File: config.mk
export PLATFORM = sky130hd
export DESIGN_NAME = rtc_trim_output_power_stamp
export DESIGN_NICKNAME = d
export VERILOG_FILES = /design/src/hw/rtc_trim_pkg.sv /design/src/hw/rtc_trim_output_power_stamp.sv /design/src/hw/stamp_store.sv
export SDC_FILE = /design/constraint.sdc
export NUM_CORES = 1
export LEC_CHECK = 0
export BUFFER_PORTS_ARGS = -buffer_cell sky130_fd_sc_hd__buf_2
export CORE_ASPECT_RATIO = 0.8
export CORE_UTILIZATION = 53
export CTS_CLUSTER_SIZE = 28
export DETAILED_ROUTE_END_ITERATION = 7
export PLACE_DENSITY = 0.75
export SLEW_MARGIN = 20
export SYNTH_ARGS = -nofsm -noshare
export SYNTH_HDL_FRONTEND = slang
export SYNTH_SLANG_ARGS = --single-unit
File: constraint.sdc
create_clock -name clk -period 4.65 [get_ports clk]
set_clock_uncertainty 0.05 [all_clocks]
set_input_delay 0.2325 -clock clk [delete_from_list [all_inputs] [get_ports clk]]
set_output_delay 0.2325 -clock clk [all_outputs]
set_load 0.01 [all_outputs]
File: src/hw/rtc_trim_pkg.sv
// constants and carrier types for the trim, output pin and power stamp block
// assumes one 40 MHz clock and an internal byte-wide register port
package rtc_trim_pkg;

  // ==========================================================================
  // register offsets
  localparam logic [7:0] ADDR_STATUS     = 8'h03;
  localparam logic [7:0] ADDR_CONTROL    = 8'h07;
  localparam logic [7:0] ADDR_TRIM       = 8'h08;
  localparam logic [7:0] ADDR_DOWN_STAMP = 8'h18;
  localparam logic [7:0] ADDR_UP_STAMP   = 8'h1c;
  localparam logic [7:0] ADDR_STAMP_LAST = 8'h1f;

  // ==========================================================================
  // field positions and reset values
  localparam int         BACKUP_FLAG_BIT = 4;
  localparam logic [7:0] CONTROL_RESET   = 8'h80;
  localparam logic [7:0] TRIM_RESET      = 8'h00;
  localparam logic [7:0] STATUS_RESET    = 8'h00;

  // ==========================================================================
  // output periods in input clock cycles
  localparam logic [15:0] PERIOD_SLOW = 16'h8000;  // 32768 cycles
  localparam logic [15:0] PERIOD_MID  = 16'h0008;  // 8 cycles
  localparam logic [15:0] PERIOD_FAST = 16'h0004;  // 4 cycles
  localparam logic [15:0] PERIOD_FULL = 16'h0001;  // follows the oscillator
  localparam logic [15:0] PERIOD_TEST = 16'h0200;  // 512 cycles
  localparam logic [15:0] PERIOD_MIN  = 16'h0001;

  // ==========================================================================
  // rate select encodings
  localparam logic [2:0] RATE_SLOW = 3'h0;
  localparam logic [2:0] RATE_MID  = 3'h1;
  localparam logic [2:0] RATE_FAST = 3'h2;
  localparam logic [2:0] RATE_FULL = 3'h3;

  // control register layout
  typedef struct packed {
    logic       output_level;
    logic       square_wave_enable;
    logic [1:0] alarm_enable;
    logic       external_osc;
    logic       trim_test_select;
    logic       rate_select_hi;
    logic       rate_select_lo;
  } control_t;

  // trim register layout: sign then magnitude
  typedef struct packed {
    logic       subtract;
    logic [6:0] magnitude;
  } trim_t;

  // time as captured into a stamp set, one byte each
  typedef struct packed {
    logic [7:0] month;
    logic [7:0] date;
    logic [7:0] hour;
    logic [7:0] minute;
  } stamp_t;

endpackage

File: src/hw/rtc_trim_output_power_stamp.sv
// trimmed divider, multi-function open-drain pin and power-fail time stamps
// assumes osc_in and backup_in are pins; time, minute tick, alarm are on clk
module rtc_trim_output_power_stamp (
  input  wire logic                 clk,
  input  wire logic                 rst_n,
  input  wire logic                 osc_in,
  input  wire logic                 backup_in,
  input  wire rtc_trim_pkg::stamp_t current_time,
  input  wire logic                 minute_tick,
  input  wire logic                 alarm_level,
  input  wire logic [7:0]           reg_addr,
  input  wire logic                 reg_wr,
  input  wire logic                 reg_rd,
  input  wire logic [7:0]           reg_wdata,
  output logic [7:0]                reg_rd_data,
  output logic                      reg_ack,
  output logic                      mfp_out,
  output logic                      mfp_oe_n
);

  // ==========================================================================
  // pin synchronisers
  logic [2:0] osc_sync;
  logic [2:0] backup_sync;
  logic       osc_level;
  logic       osc_edge;
  logic       backup_level;
  logic       backup_prev;

  // three stages; a level counts once stages two and three agree
  always_ff @(posedge clk or negedge rst_n) begin
    if (!rst_n) begin
      osc_sync    <= 3'h0;
      backup_sync <= 3'h0;
    end else begin
      osc_sync    <= {osc_sync[1:0], osc_in};
      backup_sync <= {backup_sync[1:0], backup_in};
    end
  end

  // filtered levels and the oscillator rising edge
  always_ff @(posedge clk or negedge rst_n) begin
    if (!rst_n) begin
      osc_level    <= 1'b0;
      osc_edge     <= 1'b0;
      backup_level <= 1'b0;
      backup_prev  <= 1'b0;
    end else begin
      osc_edge    <= 1'b0;
      backup_prev <= backup_level;
      if (osc_sync[2] == osc_sync[1]) begin
        osc_level <= osc_sync[2];
        osc_edge  <= osc_sync[2] & ~osc_level;
      end
      if (backup_sync[2] == backup_sync[1]) begin
        backup_level <= backup_sync[2];
      end
    end
  end

  // ==========================================================================
  // registers
  rtc_trim_pkg::control_t control;
  rtc_trim_pkg::trim_t    trim;
  logic                   backup_flag;
  logic                   bus_ok;
  logic                   enter_backup;
  logic                   leave_backup;
  logic                   flag_clear;

  assign bus_ok       = ~backup_level;
  assign enter_backup = backup_level & ~backup_prev;
  assign leave_backup = ~backup_level & backup_prev;
  assign flag_clear   = reg_wr & bus_ok & (reg_addr == rtc_trim_pkg::ADDR_STATUS)
                        & ~reg_wdata[rtc_trim_pkg::BACKUP_FLAG_BIT] & backup_flag;

  // control and trim writes, ignored while on backup
  always_ff @(posedge clk or negedge rst_n) begin
    if (!rst_n) begin
      control <= rtc_trim_pkg::CONTROL_RESET;
      trim    <= rtc_trim_pkg::TRIM_RESET;
    end else if (reg_wr && bus_ok) begin
      if (reg_addr == rtc_trim_pkg::ADDR_CONTROL) begin
        control <= reg_wdata;
      end else if (reg_addr == rtc_trim_pkg::ADDR_TRIM) begin
        trim <= reg_wdata;
      end
    end
  end

  // backup flag: the hardware set wins over a software clear
  always_ff @(posedge clk or negedge rst_n) begin
    if (!rst_n) begin
      backup_flag <= 1'b0;
    end else if (enter_backup) begin
      backup_flag <= 1'b1;
    end else if (flag_clear) begin
      backup_flag <= 1'b0;
    end
  end

  // ==========================================================================
  // time stamps
  logic [7:0] stamp_rd;
  logic       stamp_sel;
  logic [7:0] reg_rd_q;

  stamp_store u_store (
    .clk      (clk),
    .rst_n    (rst_n),
    .cap_down (enter_backup),
    .cap_up   (leave_backup),
    .clear    (flag_clear),
    .now      (current_time),
    .rd_idx   (reg_addr[2:0]),
    .rd_data  (stamp_rd)
  );

  // register read decode, answered one cycle after the request
  always_ff @(posedge clk or negedge rst_n) begin
    if (!rst_n) begin
      reg_rd_q  <= 8'h00;
      stamp_sel <= 1'b0;
      reg_ack   <= 1'b0;
    end else begin
      reg_ack   <= (reg_rd | reg_wr) & bus_ok;
      stamp_sel <= 1'b0;
      reg_rd_q  <= 8'h00;
      if (reg_rd && bus_ok) begin
        if (reg_addr == rtc_trim_pkg::ADDR_STATUS) begin
          reg_rd_q <= 8'(backup_flag) << rtc_trim_pkg::BACKUP_FLAG_BIT;
        end else if (reg_addr == rtc_trim_pkg::ADDR_CONTROL) begin
          reg_rd_q <= control;
        end else if (reg_addr == rtc_trim_pkg::ADDR_TRIM) begin
          reg_rd_q <= trim;
        end else if (reg_addr >= rtc_trim_pkg::ADDR_DOWN_STAMP
                     && reg_addr <= rtc_trim_pkg::ADDR_STAMP_LAST) begin
          stamp_sel <= 1'b1;
        end
      end
    end
  end

  assign reg_rd_data = stamp_sel ? stamp_rd : reg_rd_q;

  // ==========================================================================
  // trimmed divider

  // nominal period for a rate select value
  function automatic logic [15:0] base_period(input logic [2:0] rate);
    logic [15:0] p;
    p = rtc_trim_pkg::PERIOD_TEST;
    if (rate == rtc_trim_pkg::RATE_SLOW) begin
      p = rtc_trim_pkg::PERIOD_SLOW;
    end else if (rate == rtc_trim_pkg::RATE_MID) begin
      p = rtc_trim_pkg::PERIOD_MID;
    end else if (rate == rtc_trim_pkg::RATE_FAST) begin
      p = rtc_trim_pkg::PERIOD_FAST;
    end else if (rate == rtc_trim_pkg::RATE_FULL) begin
      p = rtc_trim_pkg::PERIOD_FULL;
    end
    return p;
  endfunction

  logic [2:0]  rate;
  logic        test_mode;
  logic [15:0] base;
  logic [15:0] adj;
  logic [15:0] next_period;
  logic [15:0] cur_period;
  logic [15:0] cnt;
  logic        minute_pending;
  logic        trim_now;
  logic        wrap;
  logic        ctrl_wr;

  assign rate      = {control.trim_test_select, control.rate_select_hi,
                      control.rate_select_lo};
  assign test_mode = control.trim_test_select;
  assign base      = base_period(rate);
  assign adj       = {8'h00, trim.magnitude, 1'b0};
  assign trim_now  = test_mode | minute_pending;
  assign wrap      = osc_edge & (cnt >= cur_period - rtc_trim_pkg::PERIOD_MIN);
  // an accepted control write, so a new rate never waits out the old period
  assign ctrl_wr   = reg_wr & bus_ok & (reg_addr == rtc_trim_pkg::ADDR_CONTROL);

  // period of the cycle about to start
  always_comb begin
    next_period = base;
    if (rate == rtc_trim_pkg::RATE_FULL || !trim_now) begin
      next_period = base;
    end else if (trim.subtract) begin
      // shortening saturates at one cycle
      next_period = (base > adj) ? base - adj : rtc_trim_pkg::PERIOD_MIN;
    end else begin
      next_period = base + adj;
    end
  end

  // one pending trim per minute; a new tick wins over consumption
  always_ff @(posedge clk or negedge rst_n) begin
    if (!rst_n) begin
      minute_pending <= 1'b0;
    end else if (minute_tick) begin
      minute_pending <= 1'b1;
    end else if (wrap && !test_mode) begin
      minute_pending <= 1'b0;
    end
  end

  // input cycle counter within the output period; a control write restarts it
  always_ff @(posedge clk or negedge rst_n) begin
    if (!rst_n) begin
      cnt        <= 16'h0000;
      cur_period <= rtc_trim_pkg::PERIOD_SLOW;
    end else if (ctrl_wr) begin
      cnt        <= 16'h0000;
      cur_period <= base_period(reg_wdata[2:0]);
    end else if (wrap) begin
      cnt        <= 16'h0000;
      cur_period <= next_period;
    end else if (osc_edge) begin
      cnt <= cnt + 16'h0001;
    end
  end

  // ==========================================================================
  // multi-function pin
  logic clk_wave;
  logic pin_level;
  logic pin_drive;

  // high for the nominal first half; trim lengthens or shortens the low part
  assign clk_wave = (rate == rtc_trim_pkg::RATE_FULL) ? osc_level
                    : (cnt < (base >> 1));

  // pin function select; on backup only the alarm may drive
  always_comb begin
    pin_level = control.output_level;
    pin_drive = 1'b1;
    if (backup_level) begin
      pin_drive = |control.alarm_enable;
      pin_level = alarm_level;
    end else if (control.square_wave_enable) begin
      pin_level = clk_wave;
    end else if (|control.alarm_enable) begin
      pin_level = alarm_level;
    end
  end

  // open drain: enable low pulls the pin low
  always_ff @(posedge clk or negedge rst_n) begin
    if (!rst_n) begin
      mfp_oe_n <= 1'b1;
    end else begin
      mfp_oe_n <= ~(pin_drive & ~pin_level);
    end
  end

  assign mfp_out = 1'b0;

endmodule

File: src/hw/stamp_store.sv
// two power stamp sets of four bytes with a registered read port
// assumes capture and clear pulses from logic on the same clock
module stamp_store (
  input  wire logic                 clk,
  input  wire logic                 rst_n,
  input  wire logic                 cap_down,
  input  wire logic                 cap_up,
  input  wire logic                 clear,
  input  wire rtc_trim_pkg::stamp_t now,
  input  wire logic [2:0]           rd_idx,
  output logic [7:0]                rd_data
);

  // ==========================================================================
  // storage
  logic [7:0] mem [8];

  // capture wins over a clear in the same cycle, per set
  always_ff @(posedge clk or negedge rst_n) begin
    if (!rst_n) begin
      for (int i = 0; i < 8; i++) begin
        mem[i] <= 8'h00;
      end
    end else begin
      for (int i = 0; i < 4; i++) begin
        if (cap_down) begin
          mem[i] <= now[i*8 +: 8];
        end else if (clear) begin
          mem[i] <= 8'h00;
        end
        if (cap_up) begin
          mem[i+4] <= now[i*8 +: 8];
        end else if (clear) begin
          mem[i+4] <= 8'h00;
        end
      end
    end
  end

  // registered read data
  always_ff @(posedge clk or negedge rst_n) begin
    if (!rst_n) begin
      rd_data <= 8'h00;
    end else begin
      rd_data <= mem[rd_idx];
    end
  end

endmodule

==> summary.md, run 1 <==
| Metric | Value |
|---|---|
| Buffer depth of the longest clock path | `2` |
| Reg clk slew, reported paths | `60 ps` |
| CTS Buf Count | `17` |
| Clk_lat worst skew | `about 430 ps` |
| Cell count after synthesis | `755` |
| CP Max Fanout | `21` |
| Nets | `between 900 and 1k` |
| Min-Delay Path Class | `in2reg` |
| Diode count | `0` |
| Via/cell ratio | `approximately 5.8` |
| IR drop worst, VDD | `slightly below 0.3 mV` |
| Biggest area consumer among synthesized cells | `dfrtp_1` |
| Netlist Area Pre-Place | `approximately 0.0074 mm²` |
| Slew at the pin with the worst max-slew slack | `around 950 ps` |
| Chip height | `roughly 110 µm` |
| Sw Ratio | `a little under a third` |
| Slew HR | `a little over a third` |
| Non-Filler Instances | `between 1k and 1.5k` |
| Total Routing Usage GR | `27.6%` |
| RSZ-0062 raised after global routing | `false` |
| Initial Util | `54.5%` |
| Pleak | `just under 4 nW` |
| EDFF count, synth | `0` |
| Rows | `38` |
| Worst Min Path Start | `current_time[9]` |
| First-pass GRT wire length | `30500 µm` |
| Worst flop-to-flop path endpoint | `cur_period[0]` |
| Fraction of registers with async set/reset | `100%` |
| Area delta synth->final | `18.4%` |
| Setup Viol. Count Final | `0` |
| Worst r2r src | `cur_period[5]` |
| Maximum clock frequency | `0.243 GHz` |
| Setup_tns | `0 ps` |
| Yosys top cell area share | `a little under half` |
| Seq pwr share | `around 43%` |
| Worst R2R Setup Slack | `between 500 and 600 ps` |
| Max Transition Viols Final | `0` |
| Final Hold Vio Count | `0` |
| Initial antenna violation count | `0` |
| Final HPWL DP | `12000 µm` |
| M1 GR Usage | `roughly 39%` |
| Die footprint | `around 0.015 mm²` |
| Design Area, Final | `between 0.008 and 0.009 mm²` |
| Switching power | `~1.2 mW` |
| Fin crit share | `between 80% and 90%` |
| Power share of the clock group | `a little over a third` |
| Grt total ovfl | `0` |
| # IOs | `67` |
| Synth Net Count | `838` |
| Vias in the first global route | `between 5k and 6k` |
| Worst path most repeated cell | `nor4_1` |
| Total power | `around 4 mW` |
| Root buf cell | `clkbuf_16` |
| Mean Syn Cell Area | `9.86 µm²` |
| Top Usage Layer GRT | `met2` |
| Clock Sinks | `143` |
| Top-count cell post-synth | `nand2_1` |
| Max Cap Viol | `0` |
| Status | `finished, final reports clean` |
| WHS Endpoint | `u_store.mem[17]` |
| Sequential-to-total area share from yosys stat | `about 48%` |
| IO buf count | `65` |
| Fin util | `64.6%` |
| Startpoint Class | `register` |
| Setup ws final | `531 ps` |
| Ys flop type | `dfrtp_1` |
| DRT iter0 DRCs | `roughly 660` |
| Reg2Reg Depth | `11` |
| Fill cells | `roughly 1.1k` |
| Top cells by count, synth | `nand2_1 (173), dfrtp_1 (140), o21ai_0 (81)` |
| Setup crit end kind | `register` |
| Hold-critical path depth | `3` |
| Comb pwr share | `between 20% and 30%` |
| Slowest stage delay, CP | `580 ps` |
| Pre-CTS WS | `702 ps` |
| Crit path time final | `around 4000 ps` |
| Critical-path cell list | `nor4_1 -> nand2_1 -> or4_1 -> nor3_1 -> xnor2_1 -> ha_1 -> nand3_1 -> nor4_1 -> a31o_2 -> nand2b_4 -> mux2_2` |
| Library cells used by synthesis | `65` |
| Kind of critical path | `reg2reg` |
| Antenna viol nets, final | `0` |
| PwrDens | `roughly 440 mW/mm²` |
| WL per Instance | `17.6 µm` |
| Met2 usage | `a little over two fifths` |
| Pint | `about 2.7 mW` |
| Via Count | `~6k` |
| Layout cells sized above 1 | `about 19%` |
| CTS tree | `built` |
| First-pass DRT Iterations | `5` |
| Placement Cell Area | `0.00785 mm²` |
| Met3 usage | `under 10%` |
| Final Wtd Congestion | `between 0.9 and 1` |
| Routed Wire Length | `between 15000 and 20000 µm` |
| DRC Markers | `0` |
| H-tree levels | `4` |
| Critical Path Slowest Stage Cell | `or4_1` |
| Worst EP required | `~4900 ps` |
| Final hold slack | `~11 ps` |
| # placed instances | `around 960` |
| Ys Warns | `0` |
| Yosys reg bits | `between 100 and 150` |
| Crit path DAT | `between 4000 and 5000 ps` |
| Top post-synthesis cells by area | `dfrtp_1 (47%), nand2_1 (8.7%), o21ai_0 (5.4%)` |
| Core area | `around 0.014 mm²` |
| Largest net degree at the start of global routing | `103` |
| Die X-Extent | `between 100 and 150 µm` |
[repair_timing]
item | CTS | global route
buffers inserted | 0 | 0
endpoints found under the setup margin | 0 | 0
resized for setup | 0 | 0
hold buffers | 38 | 0
endpoints found under the hold margin | 158 | 0
[placed cells by master, fill, tap and decap left out, types with 4 or more instances in the layout]
cell and n:
a21oi_1 11, nor2_1 49, o22ai_1 4, clkbuf_16 17
nand3_1 9, nor3_1 14, mux2_2 27, a31oi_1 4
nor4_1 6, or3_1 6, a22oi_1 8, nand2b_1 8
inv_1 17, xor2_1 13, o2bb2ai_1 4, nand2_1 173
mux4_2 16, buf_2 64, o21ai_0 81, dfrtp_1 140
buf_4 7, ha_1 25, and3_1 4, nor2b_1 5
mux2i_1 6, xnor2_1 21, dlygate4sd3_1 38
[final cells by class]
class	instances	area [µm²]	share of cell area [%]
Multi-Input combinational cell	551	3590	40.8
Tap cell	180	225	2.56
Inverter	17	63.8	0.724
Sequential cell	143	3580	40.6
Timing Repair Buffer	110	764	8.67
Clock inverter	9	108	1.22
Clock buffer	23	478	5.42
[worst max path at each step]
stage             startpoint            end  slack, ps  cells past startpoint
2_1_floorplan  cur_period[5]  cur_period[3]       1250                     12
3_3_place_gp   cur_period[5]  cur_period[3]        910                     11
3_5_place_dp   cur_period[3]  cur_period[2]        700                     11
5_1_grt        cur_period[3]  cur_period[3]        250                     11
4_1_cts        cur_period[5]  cur_period[9]        560                     11
6_report       cur_period[5]  cur_period[0]        530                     11
[power groups by stage]
stage / sequential [mW] / clock (mW) / combinational, mW
after global placement: 1.68 / 0 / 0.753
after floorplan: 1.63 / 0 / 0.596
final: 1.69 / 1.35 / 0.846
after detailed placement: 1.70 / 0 / 0.804
after global routing: 1.72 / 1.42 / 0.956
after CTS: 1.68 / 1.36 / 0.844
[metal layers]
metal / up-vias / wire length (µm)
met3: 26 / 1180
met5: - / 0
met1: 2953 / 8350
met2: 245 / 8370
li1: 2766 / -
met4: 0 / 274
[flip-flops by register name, summed over array words and instances, names as in the netlist, 3 cells and up]
register         count
backup_sync          3
osc_sync             3
reg_rd_q             8
u_store.mem         64
u_store.rd_data      8
control              7
cnt                 16
adj                  7
cur_period          16
[critical path: cells and delay by family (launching register included)]
kind            cells  cell delay (ps)
compound gates      1              400
flops               1              420
simple gates        7             2260
fa+ha+maj           1              330
mux                 1              380
xor+xnor            1              150
[cell families (layout without fill, tap and decap cells)]
kind of cell | count (synthesis) | in the layout | synth area share [%]
simple gates | 302 | 302 | 18.3
flops | 143 | 143 | 48.1
compound gates | 136 | 136 | 11.1
buf+inv | 61 | 159 | 3.72
mux | 49 | 49 | 9.73
xor+xnor | 34 | 34 | 4.00
fa+ha+maj | 29 | 29 | 5.01
other cells | 1 | 1 | 0.0504
(Power assumes the default switching activity.)
==> run 2, diff against run 1 <==
==> constraint.sdc (replaced) <==
create_clock -name clk -period 4.65 [get_ports clk]
set_clock_uncertainty 0.05 [all_clocks]
set_input_delay 0.6975 -clock clk [delete_from_list [all_inputs] [get_ports clk]]
set_output_delay 0.6975 -clock clk [all_outputs]
set_load 0.01 [all_outputs]
==> run 2 against run 1 <==
Cell area down 3.5%. Final cell count decreased by 3.7%. Die area is the same. Critical path depth did not move. Maximum frequency increased by 0.49%. Register-to-register slack improved by 20 ps. Highest routed layer unchanged.
==> summary.md, run 2 (synthesis gave the netlist of run 1 again) <==
| Metric | Value |
|---|---|
| Status | `finished, final reports clean` |
| Sw Ratio | `29.4% (-0.74 points)` |
| Fin crit share | `88.1% (-0.43 points)` |
| # IOs | `67 (unchanged)` |
| Critical-path cell list | `nor4_1 -> nand2_1 -> or4_1 -> nor3_1 -> xnor2_1 -> ha_1 -> nand3_1 -> nor4_1 -> a31o_2 -> nand2b_4 -> mux2_2` |
| Most frequent cells in the layout | `nand2_1 (173), dfrtp_1 (140), o21ai_0 (81)` |
| Layout cells sized above 1 | `20.7% (+1.3 points)` |
| DRT iter0 DRCs | `559 (-15%)` |
| Max Cap Viol | `0 (unchanged)` |
| Hold Buf Count CTS | `0 (-100%)` |
| Seq pwr share | `42.0% (-1.4 points)` |
| Startpoint Class | `register` |
| Clock Sinks | `143 (unchanged)` |
| Clk_lat worst skew | `430 ps (about the same)` |
| WL per Instance | `18.2 µm (+3.4%)` |
| Setup_tns | `0 ps (unchanged)` |
| Via/cell ratio | `5.85 (+0.87%)` |
| Via Count | `5820 (-2.8%)` |
| Crit path time final | `4100 ps (-19.9 ps)` |
| First-pass DRT Iterations | `5 (unchanged)` |
| Pint | `2.85 mW (+4.8%)` |
| Reg2Reg Depth | `11 (unchanged)` |
| CP Buf/Inv Count | `0 (unchanged)` |
| Diode count | `0 (unchanged)` |
| Routed Wire Length | `18100 µm (-0.38%)` |
| Crit path DAT | `4350 ps (-20 ps)` |
| H-tree levels | `4 (unchanged)` |
| Worst EP required | `4900 ps (about the same)` |
| Max FFs per register | `64 (unchanged)` |
| Cts repair resizes | `0 (unchanged)` |
| Min-Delay Path Class | `in2async` |
| Maximum clock frequency | `0.244 GHz (+0.49%)` |
| Grt total ovfl | `0 (unchanged)` |
| Delay-heaviest family, CP | `simple AND/OR/NAND/NOR gates` |
| Area delta synth->final | `14.3%` |
| Largest net degree at the start of global routing | `106 (+2.9%)` |
| Placement Cell Area | `0.00785 mm² (unchanged)` |
| Design Area, Final | `0.00851 mm² (-3.5%)` |
| Nets | `885 (-4.1%)` |
| Die X-Extent | `134 µm (unchanged)` |
| Critical Path Slowest Stage Cell | `or4_1` |
| Switching power | `1.18 mW (+1.1%)` |
| Total Routing Usage GR | `27.5% (-0.11 points)` |
| RSZ-0062 raised after global routing | `false` |
| Biggest regs | `u_store.mem x64, cnt x16, cur_period x16` |
| Buffer depth of the longest clock path | `2 (unchanged)` |
| Core area | `0.0136 mm² (unchanged)` |
| Power share of the clock group | `37.7% (+2.9 points)` |
| Slew at the pin with the worst max-slew slack | `968 ps (+17.5 ps)` |
| Slowest stage delay, CP | `580 ps (about the same)` |
| CTS tree | `built` |
| Commonest non-fill, non-tap cell in the layout | `nand2_1` |
| Setup crit end kind | `register` |
| Die footprint | `0.0145 mm² (unchanged)` |
| Total power | `4.03 mW (+3.7%)` |
| Rows | `38 (unchanged)` |
| IR drop worst, VDD | `0.317 mV (+9.6%)` |
| Slew HR | `35.4% (-1.2 points)` |
| Setup Buffers After CTS | `0 (unchanged)` |
| CP Max Fanout | `21 (unchanged)` |
| Crit path depth | `11 (unchanged)` |
| Vias in the first global route | `5943 (-0.54%)` |
| Reg clk slew, reported paths | `60 ps (about the same)` |
| Chip height | `108 µm (unchanged)` |
| CTS Buf Count | `17 (unchanged)` |
| Final Hold Vio Count | `0 (unchanged)` |
| Comb pwr share | `20.3% (-1.5 points)` |
| Setup Viol. Count Final | `0 (unchanged)` |
| Final Wtd Congestion | `0.857 (-12%)` |
| Antenna viol nets, final | `0 (unchanged)` |
| Max Transition Viols Final | `0 (unchanged)` |
| Biggest register | `u_store.mem` |
| PwrDens | `474 mW/mm² (+7.4%)` |
| Kind of critical path | `reg2reg` |
| IO buf count | `65 (unchanged)` |
| Final HPWL DP | `12100 µm (+1.3%)` |
| First-pass GRT wire length | `30400 µm (-0.31%)` |
| Pleak | `3.82 nW (-3.1%)` |
| DRC Markers | `0 (unchanged)` |
| Initial antenna violation count | `0 (unchanged)` |
| Root buf cell | `clkbuf_16` |
| Initial Util | `54.5% (unchanged)` |
| Final hold slack | `289 ps (+278 ps)` |
| Worst path most repeated cell | `nor4_1` |
run 2: cell type report:
cell class / count / area, µm²
Clock buffer: 19 / 453
Clock inverter: 13 / 208
Fill cell: 1076 / 5140
Inverter: 17 / 63.8
Multi-Input combinational cell: 551 / 3590
Sequential cell: 143 / 3580
Tap cell: 180 / 225
Timing Repair Buffer: 72 / 384
run 2: worst paths after layout:
check,start,end,slack [ps]
hold reg to reg,osc_sync[0],osc_sync[1],300
max in group asynchronous,rst_n,mfp_oe_n,3210
setup / recovery,cur_period[5],cur_period[0],550
min in group clk,osc_sync[0],osc_sync[1],300
setup reg to reg,cur_period[5],cur_period[0],550
hold / removal,rst_n,cnt[8],290
run 2: per-stage QoR:
stage	utilization [%]	std cells	setup WS, ps
after floorplan	-	755	1250
after global placement	57.5	963	955
after detailed placement	57.5	963	687
after CTS	62.4	995	620
after global routing	62.4	995	350
final	62.4	995	551
run 2: routing by layer:
| layer | track usage (%) | wire length [µm] |
|---|---|---|
| met5 | 0 | 0 |
| met4 | 9.71 | 269 |
| met3 | 6.61 | 1150 |
| met2 | 41.4 | 8310 |
| met1 | 39.1 | 8380 |
run 2: power groups by stage:
stage	combinational [mW]	sequential [mW]	clock, mW
after floorplan	0.596	1.63	0
after global placement	0.756	1.68	0
after detailed placement	0.801	1.70	0
after CTS	0.812	1.69	1.54
after global routing	0.924	1.72	1.59
final	0.816	1.69	1.52
run 2: worst register-to-register path: cells and delay by family, from the launching register on:
family          cells  cell delay, ps
flops               1             410
fa+ha+maj           1             310
compound gates      1             410
xor+xnor            1             110
mux                 1             390
simple gates        7            2300
